$ cat src/shared/oslc_pkg.sv
// constants, types and decode helpers for the output ramp slew control block
package oslc_pkg;

    // master clock period
    localparam int CLK_PERIOD_NS = 50;

    // register map
    localparam logic [7:0] ADDR_RAMP_SLEW_CONFIG = 8'h03;

    // field positions inside ramp_slew_config
    localparam int RISE_LSB         = 4;
    localparam int FALLOFF_EN_BIT   = 3;
    localparam int FALL_LSB         = 0;

    // values after reset, normal and bus terminator mode
    localparam logic [2:0] RISE_RST      = 3'h1;
    localparam logic [2:0] RISE_RST_TERM = 3'h0;
    localparam logic [2:0] FALL_RST      = 3'h4;
    localparam logic [2:0] FALL_RST_TERM = 3'h3;
    localparam logic       FALLOFF_RST   = 1'b1;

    // reference resolution is 2.5 mV, one ramp step is 10 mV
    localparam int         VREF_W   = 12;
    localparam logic [11:0] STEP_LSB = 12'h004;

    // step duration per slew code, in ns (10 mV / rate)
    localparam int STEP_NS_0 = 200000; // 0.05 V/ms
    localparam int STEP_NS_1 = 100000; // 0.1 V/ms
    localparam int STEP_NS_2 = 50000;  // 0.2 V/ms
    localparam int STEP_NS_3 = 40000;  // 0.25 V/ms
    localparam int STEP_NS_4 = 20000;  // 0.5 V/ms
    localparam int STEP_NS_5 = 10000;  // 1.0 V/ms
    localparam int STEP_NS_6 = 5000;   // 2.0 V/ms

    // step duration in master clock cycles
    localparam int CNT_W = 12;
    localparam logic [11:0] STEP_CYC_0 = 12'(STEP_NS_0 / CLK_PERIOD_NS);
    localparam logic [11:0] STEP_CYC_1 = 12'(STEP_NS_1 / CLK_PERIOD_NS);
    localparam logic [11:0] STEP_CYC_2 = 12'(STEP_NS_2 / CLK_PERIOD_NS);
    localparam logic [11:0] STEP_CYC_3 = 12'(STEP_NS_3 / CLK_PERIOD_NS);
    localparam logic [11:0] STEP_CYC_4 = 12'(STEP_NS_4 / CLK_PERIOD_NS);
    localparam logic [11:0] STEP_CYC_5 = 12'(STEP_NS_5 / CLK_PERIOD_NS);
    localparam logic [11:0] STEP_CYC_6 = 12'(STEP_NS_6 / CLK_PERIOD_NS);

    // ramp states
    typedef enum logic [1:0] {
        S_IDLE,
        S_RISE,
        S_HOLD,
        S_FALL
    } oslc_state_t;

    // slew code to step period; reserved code 7 runs at the slowest rate
    function automatic logic [11:0] step_cycles(input logic [2:0] code);
        logic [11:0] cyc;
        cyc = STEP_CYC_0;
        unique case (code)
            3'h0: cyc = STEP_CYC_0;
            3'h1: cyc = STEP_CYC_1;
            3'h2: cyc = STEP_CYC_2;
            3'h3: cyc = STEP_CYC_3;
            3'h4: cyc = STEP_CYC_4;
            3'h5: cyc = STEP_CYC_5;
            3'h6: cyc = STEP_CYC_6;
            3'h7: cyc = STEP_CYC_0;
        endcase
        return cyc;
    endfunction

endpackage

$ cat src/shared/oslc_step_if.sv
// step timer carrier between the ramp controller and its divider
`timescale 1ns/100ps
interface oslc_step_if;
    logic        run;    // divider counting
    logic [11:0] period; // cycles per step
    logic        tick;   // one cycle per elapsed step

    modport ctrl  (output run, output period, input tick);
    modport timer (input run, input period, output tick);
endinterface

$ cat src/oslc_step_timer.sv
// master clock divider that times each ramp step
`timescale 1ns/100ps
module oslc_step_timer
    import oslc_pkg::*;
(
    input  wire logic   clk_i,   // master clock
    input  wire logic   rst_n_i, // synchronous reset, active low
    oslc_step_if.timer  step     // run, period and tick
);

    logic [CNT_W-1:0] count_ff;
    logic [CNT_W-1:0] period_ff;
    logic             restart;

    // a new period (direction or code change) restarts the step count,
    // so the first step after a turn-around runs at the new rate
    assign restart = !step.run || (step.period != period_ff);

    // tick on the last cycle of each period while running
    assign step.tick = step.run && !restart
                    && (count_ff <= CNT_W'(1));

    // period seen on the previous edge
    always_ff @(posedge clk_i)
    begin
        if (!rst_n_i)
            period_ff <= STEP_CYC_0;
        else
            period_ff <= step.period;
    end

    // down counter, reloaded whenever idle, restarted or a step ends
    always_ff @(posedge clk_i)
    begin
        if (!rst_n_i)
            count_ff <= STEP_CYC_0;
        else if (restart || step.tick)
            count_ff <= step.period;
        else
            count_ff <= count_ff - CNT_W'(1);
    end

    // helper: cycles since the divider started or last ticked
    logic [CNT_W-1:0] gap_ff;
    always_ff @(posedge clk_i)
    begin
        if (!rst_n_i || restart || step.tick)
            gap_ff <= CNT_W'(1);
        else
            gap_ff <= gap_ff + CNT_W'(1);
    end
endmodule // oslc_step_timer

$ cat src/oslc_ramp_ctrl.sv
// output reference ramp controller with slew config register
`timescale 1ns/100ps
module oslc_ramp_ctrl
    import oslc_pkg::*;
(
    input  wire logic        MCLK_I,          // master clock, 20 MHz
    input  wire logic        RST_N_I,         // synchronous reset, low
    input  wire logic        TERM_MODE_I,     // bus terminator mode strap
    input  wire logic        REG_WR_I,        // register write strobe
    input  wire logic [7:0]  REG_ADDR_I,      // register address
    input  wire logic [7:0]  REG_WDATA_I,     // register write data
    output logic      [7:0]  REG_RDATA_O,     // register read data
    input  wire logic        ON_CMD_I,        // output on request, level
    input  wire logic [11:0] TARGET_I,        // setpoint, 2.5 mV units
    input  wire logic [11:0] PREBIAS_I,       // sensed output, 2.5 mV
    input  wire logic        OC_TRIP_I,       // overcurrent comparator
    output logic      [11:0] VREF_O,          // ramp reference
    output logic             SWITCH_EN_O,     // power stage switching
    output logic             OC_FAULT_O,      // overcurrent latched
    output logic             RAMP_BUSY_O,     // reference is stepping
    output logic             OFF_DONE_O       // turn-off interval end
);

    oslc_state_t      st_ff;
    logic [2:0]       rise_code_ff;
    logic [2:0]       fall_code_ff;
    logic             falloff_slew_enable_ff;
    logic [11:0]      vref_ff;
    logic             switch_en_ff;
    logic             oc_fault_ff;
    logic             off_done_ff;
    logic [7:0]       rdata_ff;
    logic             cfg_hit;
    logic             tick;
    logic             off_req;
    logic [11:0]      nxt_up;
    logic [11:0]      nxt_down;

    oslc_step_if step ();

    // step divider on the master clock
    oslc_step_timer u_step_timer (
        .clk_i   (MCLK_I),
        .rst_n_i (RST_N_I),
        .step    (step.timer)
    );

    assign cfg_hit = REG_ADDR_I == ADDR_RAMP_SLEW_CONFIG;
    assign tick    = step.tick;
    assign off_req = !ON_CMD_I && (st_ff == S_RISE || st_ff == S_HOLD);

    // divider runs only while ramping; each direction uses its own code
    assign step.run    = (st_ff == S_RISE) || (st_ff == S_FALL);
    assign step.period = (st_ff == S_FALL) ? step_cycles(fall_code_ff)
                                           : step_cycles(rise_code_ff);

    // next reference one step up or down, clamped at target or zero
    assign nxt_up   = (TARGET_I - vref_ff > STEP_LSB) ? vref_ff + STEP_LSB
                                                      : TARGET_I;
    assign nxt_down = (vref_ff > STEP_LSB) ? vref_ff - STEP_LSB
                                           : 12'h000;

    // slew configuration register, defaults depend on terminator strap
    always_ff @(posedge MCLK_I)
    begin
        if (!RST_N_I)
        begin
            rise_code_ff           <= TERM_MODE_I ? RISE_RST_TERM
                                                  : RISE_RST;
            fall_code_ff           <= TERM_MODE_I ? FALL_RST_TERM
                                                  : FALL_RST;
            falloff_slew_enable_ff <= FALLOFF_RST;
        end
        else if (REG_WR_I && cfg_hit)
        begin
            rise_code_ff           <= REG_WDATA_I[RISE_LSB+:3];
            fall_code_ff           <= REG_WDATA_I[FALL_LSB+:3];
            falloff_slew_enable_ff <= REG_WDATA_I[FALLOFF_EN_BIT];
        end
    end

    // registered read data; bit 7 and unmapped addresses read zero
    always_ff @(posedge MCLK_I)
    begin
        if (!RST_N_I)
            rdata_ff <= 8'h00;
        else if (cfg_hit)
            rdata_ff <= {1'b0, rise_code_ff, falloff_slew_enable_ff,
                         fall_code_ff};
        else
            rdata_ff <= 8'h00;
    end

    // ramp sequencer: reference, state and switch enable
    always_ff @(posedge MCLK_I)
    begin
        if (!RST_N_I)
        begin
            st_ff        <= S_IDLE;
            vref_ff      <= 12'h000;
            switch_en_ff <= 1'b0;
        end
        else
        begin
            unique case (st_ff)
                S_IDLE:
                begin
                    vref_ff      <= 12'h000;
                    switch_en_ff <= 1'b0;
                    if (ON_CMD_I && !oc_fault_ff)
                        st_ff <= S_RISE;
                end
                S_RISE, S_HOLD:
                begin
                    if (switch_en_ff && OC_TRIP_I)
                    begin
                        st_ff        <= S_IDLE;
                        vref_ff      <= 12'h000;
                        switch_en_ff <= 1'b0;
                    end
                    else if (!ON_CMD_I && falloff_slew_enable_ff)
                        st_ff <= S_FALL;
                    else if (!ON_CMD_I)
                    begin
                        st_ff        <= S_IDLE;
                        vref_ff      <= 12'h000;
                        switch_en_ff <= 1'b0;
                    end
                    else
                    begin
                        if (vref_ff >= PREBIAS_I)
                            switch_en_ff <= 1'b1;
                        if (vref_ff >= TARGET_I)
                        begin
                            vref_ff <= TARGET_I;
                            st_ff   <= S_HOLD;
                        end
                        else
                        begin
                            st_ff <= S_RISE;
                            if (tick)
                                vref_ff <= nxt_up;
                        end
                    end
                end
                S_FALL:
                begin
                    if (ON_CMD_I)
                        st_ff <= S_RISE;
                    else if (vref_ff == 12'h000)
                    begin
                        st_ff        <= S_IDLE;
                        switch_en_ff <= 1'b0;
                    end
                    else if (tick)
                        vref_ff <= nxt_down;
                end
            endcase
        end
    end

    // overcurrent latch, cleared when the on request is withdrawn
    always_ff @(posedge MCLK_I)
    begin
        if (!RST_N_I)
            oc_fault_ff <= 1'b0;
        else if ((st_ff == S_RISE || st_ff == S_HOLD)
                 && switch_en_ff && OC_TRIP_I)
            oc_fault_ff <= 1'b1;
        else if (!ON_CMD_I)
            oc_fault_ff <= 1'b0;
    end

    // end of turn-off interval: at zero when ramped, else at switch-off
    always_ff @(posedge MCLK_I)
    begin
        if (!RST_N_I)
            off_done_ff <= 1'b0;
        else
            off_done_ff <= (off_req && !falloff_slew_enable_ff)
                        || (st_ff == S_FALL && !ON_CMD_I
                            && vref_ff == 12'h000);
    end

    // outputs
    assign REG_RDATA_O = rdata_ff;
    assign VREF_O      = vref_ff;
    assign SWITCH_EN_O = switch_en_ff;
    assign OC_FAULT_O  = oc_fault_ff;
    assign RAMP_BUSY_O = step.run;
    assign OFF_DONE_O  = off_done_ff;
endmodule // oslc_ramp_ctrl

$ cat config.mk
export PLATFORM = sky130hd
export DESIGN_NAME = oslc_ramp_ctrl
export DESIGN_NICKNAME = d
export VERILOG_FILES = /design/src/shared/oslc_pkg.sv /design/src/shared/oslc_step_if.sv /design/src/oslc_step_timer.sv /design/src/oslc_ramp_ctrl.sv
export SDC_FILE = /design/constraint.sdc
export NUM_CORES = 1
export LEC_CHECK = 0
export CAP_MARGIN = 10
export CORE_MARGIN = 2
export CORE_UTILIZATION = 40
export DETAILED_ROUTE_END_ITERATION = 10
export DONT_BUFFER_PORTS = 1
export PLACE_DENSITY = 0.6
export RECOVER_POWER = 100
export SYNTH_ARGS = -nofsm -noshare
export SYNTH_HDL_FRONTEND = slang
export SYNTH_HIERARCHICAL = 1
export SYNTH_SLANG_ARGS = --single-unit
$ cat constraint.sdc
create_clock -name MCLK_I -period 2.85 [get_ports MCLK_I]
set_input_delay 0.1425 -clock MCLK_I [delete_from_list [all_inputs] [get_ports MCLK_I]]
set_output_delay 0.1425 -clock MCLK_I [all_outputs]
set_load 0.02 [all_outputs]
==> results of run 1 <==
-- layer usage --
metal / global-route usage, % / vias up
met5: 0 / -
met4: 8.86 / 0
met3: 4.25 / 30
met2: 41.2 / 142
met1: 25.2 / 2136
li1: - / 2235
-- power by group through the flow --
stage / Combinational [mW] / Sequential [mW] / Clock (mW)
after detailed placement: 0.730 / 1.05 / 0
after CTS: 0.843 / 1.03 / 1.20
final: 0.916 / 1.04 / 1.19
after global routing: 0.994 / 1.04 / 1.23
after floorplan: 0.506 / 1.05 / 0
after global placement: 0.720 / 1.05 / 0
-- cell usage after synthesis, types with 6 or more instances --
cell type | n | area (µm²)
sky130_fd_sc_hd__nand4_1 | 13 | 81.3
sky130_fd_sc_hd__and2_1 | 10 | 62.6
sky130_fd_sc_hd__nand3_1 | 14 | 70.1
sky130_fd_sc_hd__clkbuf_1 | 12 | 45.0
sky130_fd_sc_hd__a31oi_1 | 9 | 56.3
sky130_fd_sc_hd__buf_2 | 7 | 35.0
sky130_fd_sc_hd__o21ai_0 | 37 | 185
sky130_fd_sc_hd__nor2b_1 | 11 | 68.8
sky130_fd_sc_hd__nand2b_1 | 12 | 75.1
sky130_fd_sc_hd__a21oi_1 | 23 | 115
sky130_fd_sc_hd__nand2_1 | 56 | 210
sky130_fd_sc_hd__and3_1 | 11 | 68.8
sky130_fd_sc_hd__nor4_1 | 6 | 37.5
sky130_fd_sc_hd__inv_1 | 54 | 203
sky130_fd_sc_hd__edfxtp_1 | 6 | 180
sky130_fd_sc_hd__nor2_1 | 27 | 101
sky130_fd_sc_hd__xnor2_1 | 21 | 184
sky130_fd_sc_hd__xor2_1 | 7 | 61.3
sky130_fd_sc_hd__mux2i_1 | 14 | 140
sky130_fd_sc_hd__ha_1 | 47 | 588
sky130_fd_sc_hd__mux2_2 | 7 | 78.8
sky130_fd_sc_hd__dfxtp_1 | 59 | 1180
sky130_fd_sc_hd__nor3_1 | 16 | 80.1
-- area by class of cell --
class / count / area, µm² / share of cell area, %
multi-input cells: 436 / 3440 / 53.4
flip-flops and latches: 65 / 1370 / 21.2
repair buffers: 110 / 922 / 14.3
clock buffers: 9 / 225 / 3.49
inverters: 55 / 211 / 3.28
well taps: 147 / 184 / 2.85
clock inverters: 7 / 95.1 / 1.47
-- worst reg2reg max path, delay by kind of cell, from the launching register on --
kind	cells	cell delay [ns]
xor gates and xnor gates	1	0.17
buffers and inverters	3	0.46
DFF	1	0.53
AOI/OAI and AO/OA	4	0.52
adders and majority gates	1	0.15
muxes	1	0.23
and+or+nand+nor	7	1.08
-- through the flow --
| step | instance area [µm²] | power, mW | hold WS, ns | std cells |
|---|---|---|---|---|
| final | 6450 | 3.15 | -0.0286 | 829 |
| after global routing | 6450 | 3.27 | -0.00222 | 829 |
| after CTS | 6300 | 3.07 | -0.0581 | 822 |
| after detailed placement | 5450 | 1.78 | 0.217 | 770 |
| after global placement | 5450 | 1.77 | 0.214 | 770 |
| after floorplan | 4890 | 1.56 | 0.233 | 580 |
-- logic make-up after synthesis --
kind of cell               after synthesis  share of synthesized area [%]
AOI/OAI and AO/OA                      125                           17.1
xor gates and xnor gates                28                           5.09
adders and majority gates               48                           12.6
buffers and inverters                   79                           6.96
DFF                                     65                           28.3
muxes                                   30                           7.27
other                                    1                         0.0778
and+or+nand+nor                        200                           22.6
-- how the worst max path moves through the flow --
stage,endpoint,slack [ns],cells after the start
after floorplan,VREF_O[11]$_SDFFE_PN0P_,0.003,14
after global routing,VREF_O[9]$_SDFFE_PN0P_,-0.49,16
after global placement,VREF_O[7]$_SDFFE_PN0P_,-0.18,15
final,VREF_O[9]$_SDFFE_PN0P_,-0.34,17
after detailed placement,VREF_O[10]$_SDFFE_PN0P_,-0.27,15
after CTS,VREF_O[10]$_SDFFE_PN0P_,-0.13,14
-- repair_timing --
item / CTS / global route
hold buffers: 27 / 1
gates resized for setup: 54 / 25
buffers inserted: 8 / 6
cloned: 1 / 0
endpoints found under the setup margin: 12 / 15
endpoints found under the hold margin: 30 / 3
pin swaps: 21 / 20
==> impl_summary.md, run 1 <==
Die
After floorplanning, the core was sized to cover approximately 0.012 mm². The number of cell rows is 40. The die outline width is about 110 µm. The die is 114 µm tall.

The floorplan die area is ~0.013 mm². The I/O pin count is 70. The initial utilization of the core area, before any placement, comes to 40.6%.

Outcome
The run finished, with violations left. The final reports fail on hold timing, setup timing.

Setup path
The cell count of the worst reg-to-reg path is 17. The delay of the slowest cell on the worst path is roughly 0.53 ns. STA classifies the critical path startpoint as a flip-flop. The endpoint identified for the worst register-to-register timing path is VREF_O[9]$_SDFFE_PN0P_. The combined buffer and inverter count along the critical path is 3. The critical path goes through buf_6 > ha_4 > mux2i_1 > o21ai_2 > xnor2_1 > nand4_1 > nor4_2 > buf_4 > and2_4 > nand2_2 > nand2_2 > buf_6 > o311ai_4 > nor3_2 > o31ai_1 > o21ai_1 > and2_1. The launch point of the critical path is rise_code_ff[1]$_SDFFCE_PN0N_.

At the worst endpoint, the required time is about 3.1 ns. In this run the critical register-to-register path is launched from rise_code_ff[1]$_SDFFCE_PN0N_. On the critical path the largest part of the delay comes from simple AND/OR/NAND/NOR gates. The type of element capturing the critical path is a flip-flop. The highest-delay cell along the critical path is sky130_fd_sc_hd__edfxtp_1. The data arrival at the endpoint of the critical path is 3.46 ns. In this run the worst path has a maximum fanout of 5. For flop-to-flop paths, the worst setup slack is -0.34 ns. The type of the setup path with the least slack is reg -> reg.

Pwr
Sequential cells account for 32.9% of the total power. Net switching is a little under a third of the power. The worst voltage drop across the vdd grid is roughly 260 µV. The switching power total is roughly 960 µW. The clock group share of total power is between 30% and 40%. In this run the static leakage power is ~2.7 nW. The combinational share of power is between 20% and 30%. The total power per unit cell area is about 490 mW/mm². The internal portion of total power is around 2.2 mW.

Logic synthesis
The proportion of synthesized flip-flops having asynchronous set or reset is 0%. Synthesis produced between 500 and 600 cells. The synthesized design contains 6 enable-type register cells. The Yosys step of the flow raised 6 warnings. The post-synthesis instance area is a little under 0.005 mm².

The sequential fraction of the synthesis area is between 20 and 30%. The synthesized design contains 65 register bits. The most common flop cell mapped by yosys is sky130_fd_sc_hd__dfxtp_1. Synthesis instantiated 75 different standard cells from the library. The synthesized area per cell is roughly 8.4 µm².

Placed design
Once detailed placement completed, the half-perimeter wirelength came to about 10000 µm. Prior to clock tree synthesis, the placed netlist has a worst setup slack of -0.269 ns. The total of buffers placed on input and output ports is 0. The routability congestion estimate from global placement is 0.884.

Timing
The setup violation total in the final timing report is 12. In the post-route analysis, the smallest setup slack over all paths is -0.340 ns. Across the routed clock network, the largest skew measured is around 0.011 ns.

Setup repair after global routing could not meet its margin everywhere. The minimum clock period is 3.19 ns. The total negative setup slack is -2.83 ns. The worst slew margin relative to its limit is between 50% and 60%. The number of slew-limit violations in the final report is 0. Timing would allow up to about 310 MHz. The share of the cycle needed by the critical path after routing is 112%. For the pin with the worst max-slew slack, the measured transition is roughly 0.7 ns.

Final hold analysis gives a worst-case slack of -0.0286 ns. The number of endpoints with negative hold slack in the final report is 1.

Global route
The residual overflow from global routing is 0. The number of antenna violations at the first check in global routing is 0. Global routing consumed, over all layers together, 22.3% of the routing resources. Entering global routing, the biggest net connects between 50 and 60 pins. The number of global-route vias before repair was 4629. The first global-routing pass estimated 22900 µm of wire.

Min path
The depth of the worst hold-timing path is 2. The worst hold path begins at TARGET_I[0]. In this run the worst hold path is classified as in -> reg. For hold timing, the worst endpoint is VREF_O[0]$_SDFFE_PN0P_.

Drt
The met3 wire length is 886 µm. Using the TritonRoute via totals, the vias-per-cell ratio works out to 5.48. The post-detailed-route wirelength per cell is ~18 µm. In the routed design, unresolved DRC markers number 0.

The detailed-routed wire length on met2 is around 7500 µm. In this run, the number of DRC markers left after iteration 0 of detailed routing was ~270. The remaining antenna violation count is 0. The detailed router placed 4543 vias in this run. The total length of routed wires is between 10000 and 15000 µm. The first-pass iteration count of the detailed router is 5. The highest routed metal layer is met4. After detailed routing, the wire length on met1 is 5790 µm.

Clocking
TritonCTS built the clock tree. The clock insertion delay at the later pin of the skew report is 0.33 ns. The clock passes through at most 2 buffers. The clock transition at the register clock pins on the worst setup and hold paths after CTS is around 0.06 ns. The number of clock buffers added by TritonCTS is 9. The tree built by TritonCTS fans out to 65 sinks. The clock tree root buffer cell is sky130_fd_sc_hd__clkbuf_16. The maximum level of the CTS H-tree is 3.

Cells and area
The number of fillers in the final layout is about 1100. For this run, the post-layout net count is 771. In the layout the commonest cells are sky130_fd_sc_hd__buf_4 (68), sky130_fd_sc_hd__dfxtp_1 (55), sky130_fd_sc_hd__nand2_1 (54), sky130_fd_sc_hd__inv_1 (51), sky130_fd_sc_hd__ha_1 (37). At the end of the flow the core is filled with cells to 54.4%. The library cell used most frequently in the layout, excluding fill and tap cells, is sky130_fd_sc_hd__buf_4.

The number of antenna diodes in the final layout is 0. Cells with a size suffix above 1 make up 25.5% of the layout. Compared with the post-synthesis result, the final layout area differs by 33.8%.

Flow run
The max capacitance violation total is 0.
(Power assumes the default switching activity.)
==> run 2: changes to the inputs <==
- SKIP_LAST_GASP: not set -> 1
==> impl_summary.md, run 2 (synthesis results as in run 1) <==
Pwr
The worst voltage drop across the vdd grid was 257 µV (about the same). The internal portion of total power is 2.16 mW (was 2.18 mW). The switching portion of total power is 30.5% (was 30.6%).

The standby leakage power is 2.63 nW (was 2.70 nW). The total power per unit cell area came to 495 mW/mm² (was 488 mW/mm²). The combinational share of power was 28.6% (was 29.1%). The switching power total is 950 µW (was 964 µW).

The clock group share of total power is 38.1% (was 37.9%). The power share of the sequential group was 33.2% (was 32.9%).

Placed design
The placed wire-length estimate is 10200 µm (unchanged). The routability congestion estimate from global placement came to 0.884 (unchanged). The total of buffers placed on input and output ports was 0 (unchanged).

The cell area reported after detailed placement was 0.00545 mm² (unchanged). The post-placement cell count is 770 (unchanged). The worst setup slack before clock tree synthesis is -0.269 ns (unchanged).

Drt
The post-detailed-route wirelength per cell is 17.5 µm (was 17.6 µm). The total via count after detailed routing is 4488 (was 4543). The number of vias per cell is 5.51 (was 5.48). The detailed router's first-iteration violation count is 307 (was 274).

The total length of routed wires is 14200 µm (was 14600 µm). The DRC violation count after routing was 0 (unchanged). The remaining antenna violation count came to 0 (unchanged).

The first-pass iteration count of the detailed router is 7 (was 5).

Global route
The first-pass GRT wire length is 22800 µm (was 22900 µm). The global router's overall resource usage came to 22.2% (was 22.3%). The number of global-route vias before repair is 4588 (was 4629). The pin count of the biggest net entering global routing is 37 (was 56). The number of antenna violations at the first check in global routing is 0 (unchanged). The residual overflow from global routing is 0 (unchanged).

Setup path
The sort of element at the start of the critical path is a flip-flop (unchanged). The data arrival at the endpoint of the critical path is 3.39 ns (was 3.46 ns). List of cells traversed by the critical path: buf_4 > ha_4 > mux2_4 > o21ai_4 > xnor2_1 > nand4_1 > nor4_2 > buf_4 > and2_4 > nand2_2 > nand2_2 > buf_6 > o311ai_4 > buf_4 > a311oi_2 > o21ai_1 > a21oi_1 (was buf_6 > ha_4 > mux2i_1 > o21ai_2 > xnor2_1 > nand4_1 > nor4_2 > buf_4 > and2_4 > nand2_2 > nand2_2 > buf_6 > o311ai_4 > nor3_2 > o31ai_1 > o21ai_1 > and2_1). Among the stages of the critical path, the cell type that occurs most often is sky130_fd_sc_hd__buf_4. The type of the setup path with the least slack is reg -> reg (unchanged). The worst-path maximum fanout is 5 (unchanged).

The critical path data required time is 3.11 ns (was 3.12 ns). The combined buffer and inverter count along the critical path is 4 (was 3). The delay of the slowest cell on the worst path is 0.51 ns (was 0.53 ns). The type of element capturing the critical path is a flip-flop (unchanged).

The highest-delay cell along the critical path was sky130_fd_sc_hd__edfxtp_1 (unchanged). The cell class contributing the biggest share of worst-path delay is compound AO/OA/AOI/OAI gates (was simple AND/OR/NAND/NOR gates).

Outcome
Run status: finished, violations left (unchanged). Violated checks: setup timing (was hold timing, setup timing).

Clocking
The sink count of the clock tree was 65 (unchanged). The TritonCTS clock tree is built (unchanged). The maximum count of clock buffers along a single path came to 2 (unchanged).

The clock tree root buffer cell is sky130_fd_sc_hd__clkbuf_16 (unchanged). The clock insertion delay at the later pin of the skew report was 0.33 ns (about the same). The maximum level of the CTS H-tree is 3 (unchanged). The number of buffers inserted during clock tree synthesis is 9 (unchanged). The clock transition at the register clock pins on the worst setup and hold paths after CTS is 0.06 ns (about the same).

Die
The die boundary height is 114 µm (unchanged). The I/O pin count is 70 (unchanged). The core footprint is 0.0119 mm² (unchanged).

The number of cell rows is 40 (unchanged). The floorplan die area came to 0.0129 mm² (unchanged). The initial cell density of the core is 40.6% (unchanged). The die outline width came to 114 µm (unchanged).

Timing
RSZ-0062 raised after global routing: true (unchanged). The number of slew-limit violations in the final report was 0 (unchanged). The minimum clock period is 3.12 ns (was 3.19 ns). The setup slack of the critical path after layout is -0.274 ns (was -0.340 ns).

The number of endpoints with negative hold slack in the final report is 0 (was 1). The setup violation total in the final timing report was 12 (unchanged). The share of the cycle needed by the critical path after routing is 110% (was 112%). The maximum operating frequency is 320 MHz (was 313 MHz). The worst-margin pin slew is 0.852 ns (was 0.692 ns).

The worst slew margin relative to its limit is 43.0% (was 53.9%). The worst-case clock skew was 0.00646 ns (was 0.0108 ns).

Cells and area
The most common cell after layout, fill and taps aside is sky130_fd_sc_hd__buf_4 (unchanged). The combined flip-flop and latch cell area is 0.00137 mm² (unchanged). The diode insertion count for antenna repair is 0 (unchanged). The number of fillers in the final layout is 1094 (was 1082). The design area was 0.00629 mm² (was 0.00645 mm²). The post-route core utilization was 53.0% (was 54.4%). The area of the multi-input gates is 0.00343 mm² (was 0.00344 mm²). The number of nets in the finished design was 757 (was 771). The share of layout cells above drive strength 1 was 25.6% (was 25.5%). The final cell count without fillers is 815 (was 829). The area overhead of the layout relative to synthesis is 30.5% (was 33.8%). Commonest cells after routing, fill and taps aside: sky130_fd_sc_hd__buf_4 (69), sky130_fd_sc_hd__dfxtp_1 (55), sky130_fd_sc_hd__nand2_1 (54), sky130_fd_sc_hd__inv_1 (51), sky130_fd_sc_hd__ha_1 (37) (was sky130_fd_sc_hd__buf_4 (68), sky130_fd_sc_hd__dfxtp_1 (55), sky130_fd_sc_hd__nand2_1 (54), sky130_fd_sc_hd__inv_1 (51), sky130_fd_sc_hd__ha_1 (37)).

Min path
The worst hold-check path type is in -> reg (unchanged).

Flow run
The max capacitance violation total came to 0 (unchanged).
[run 2: power by group through the flow]
stage          Clock [mW]  Sequential (mW)  Combinational [mW]
2_1_floorplan           0             1.05               0.506
3_3_place_gp            0             1.05               0.720
3_5_place_dp            0             1.05               0.730
4_1_cts              1.20             1.03               0.835
5_1_grt              1.23             1.04               0.971
6_report             1.19             1.04               0.892
[run 2: cell type report]
type / count / area share [%]
Clock inverter: 7 / 1.51
Clock buffer: 9 / 3.58
Sequential cell: 65 / 21.7
Inverter: 55 / 3.36
Multi-Input combinational cell: 436 / 54.5
Timing Repair Buffer: 96 / 12.4
Tap cell: 147 / 2.92
[run 2: repair_timing]
| item | CTS | global route |
|---|---|---|
| resized for setup | 52 | 19 |
| pin swaps | 21 | 14 |
| endpoints found under the hold margin | 30 | 0 |
| setup buffers | 8 | 6 |
| cloned | 1 | 0 |
| setup endpoints to repair | 12 | 12 |
| hold buffers | 14 | 0 |
[run 2: worst register-to-register path, stage by stage (launching register included)]
cell	delay, ns
sky130_fd_sc_hd__edfxtp_1	0.51
sky130_fd_sc_hd__buf_4	0.20
sky130_fd_sc_hd__ha_4	0.15
sky130_fd_sc_hd__mux2_4	0.28
sky130_fd_sc_hd__o21ai_4	0.15
sky130_fd_sc_hd__xnor2_1	0.13
sky130_fd_sc_hd__nand4_1	0.11
sky130_fd_sc_hd__nor4_2	0.24
sky130_fd_sc_hd__buf_4	0.17
sky130_fd_sc_hd__and2_4	0.15
sky130_fd_sc_hd__nand2_2	0.05
sky130_fd_sc_hd__nand2_2	0.08
sky130_fd_sc_hd__buf_6	0.10
sky130_fd_sc_hd__o311ai_4	0.11
sky130_fd_sc_hd__buf_4	0.19
sky130_fd_sc_hd__a311oi_2	0.19
sky130_fd_sc_hd__o21ai_1	0.12
sky130_fd_sc_hd__a21oi_1	0.13
[run 2: final timing paths]
| check | from | endpoint | slack [ns] | cells after the start |
|---|---|---|---|---|
| max | rise_code_ff[1]$_SDFFCE_PN0N_ | VREF_O[8]$_SDFFE_PN0P_ | -0.27 | 17 |
| min | RST_N_I | u_step_timer/count_ff[4]$_SDFF_PN0_ | 0.007 | 2 |
| max reg2reg | rise_code_ff[1]$_SDFFCE_PN0N_ | VREF_O[8]$_SDFFE_PN0P_ | -0.27 | 17 |
| min reg2reg | fall_code_ff[0]$_DFFE_PN_ | REG_RDATA_O[0]$_SDFF_PN0_ | 0.52 | 1 |
[run 2: routing by layer]
layer	share of wire (%)	up-vias	track usage (%)
met1	41	2110	25.7
met4	2.6	0	9.19
met3	6.0	31	4.46
met5	0	-	0
met2	51	140	39.9
li1	-	2207	-
[run 2: per-stage QoR]
stage / setup TNS, ns / hold slack, ns / total power, mW
after global placement: -1.33 / 0.214 / 1.77
after floorplan: 0 / 0.233 / 1.56
after CTS: -0.784 / 0.000643 / 3.06
final: -2.44 / 0.00731 / 3.11
after global routing: -4.08 / 0.0123 / 3.25
after detailed placement: -2.39 / 0.217 / 1.78
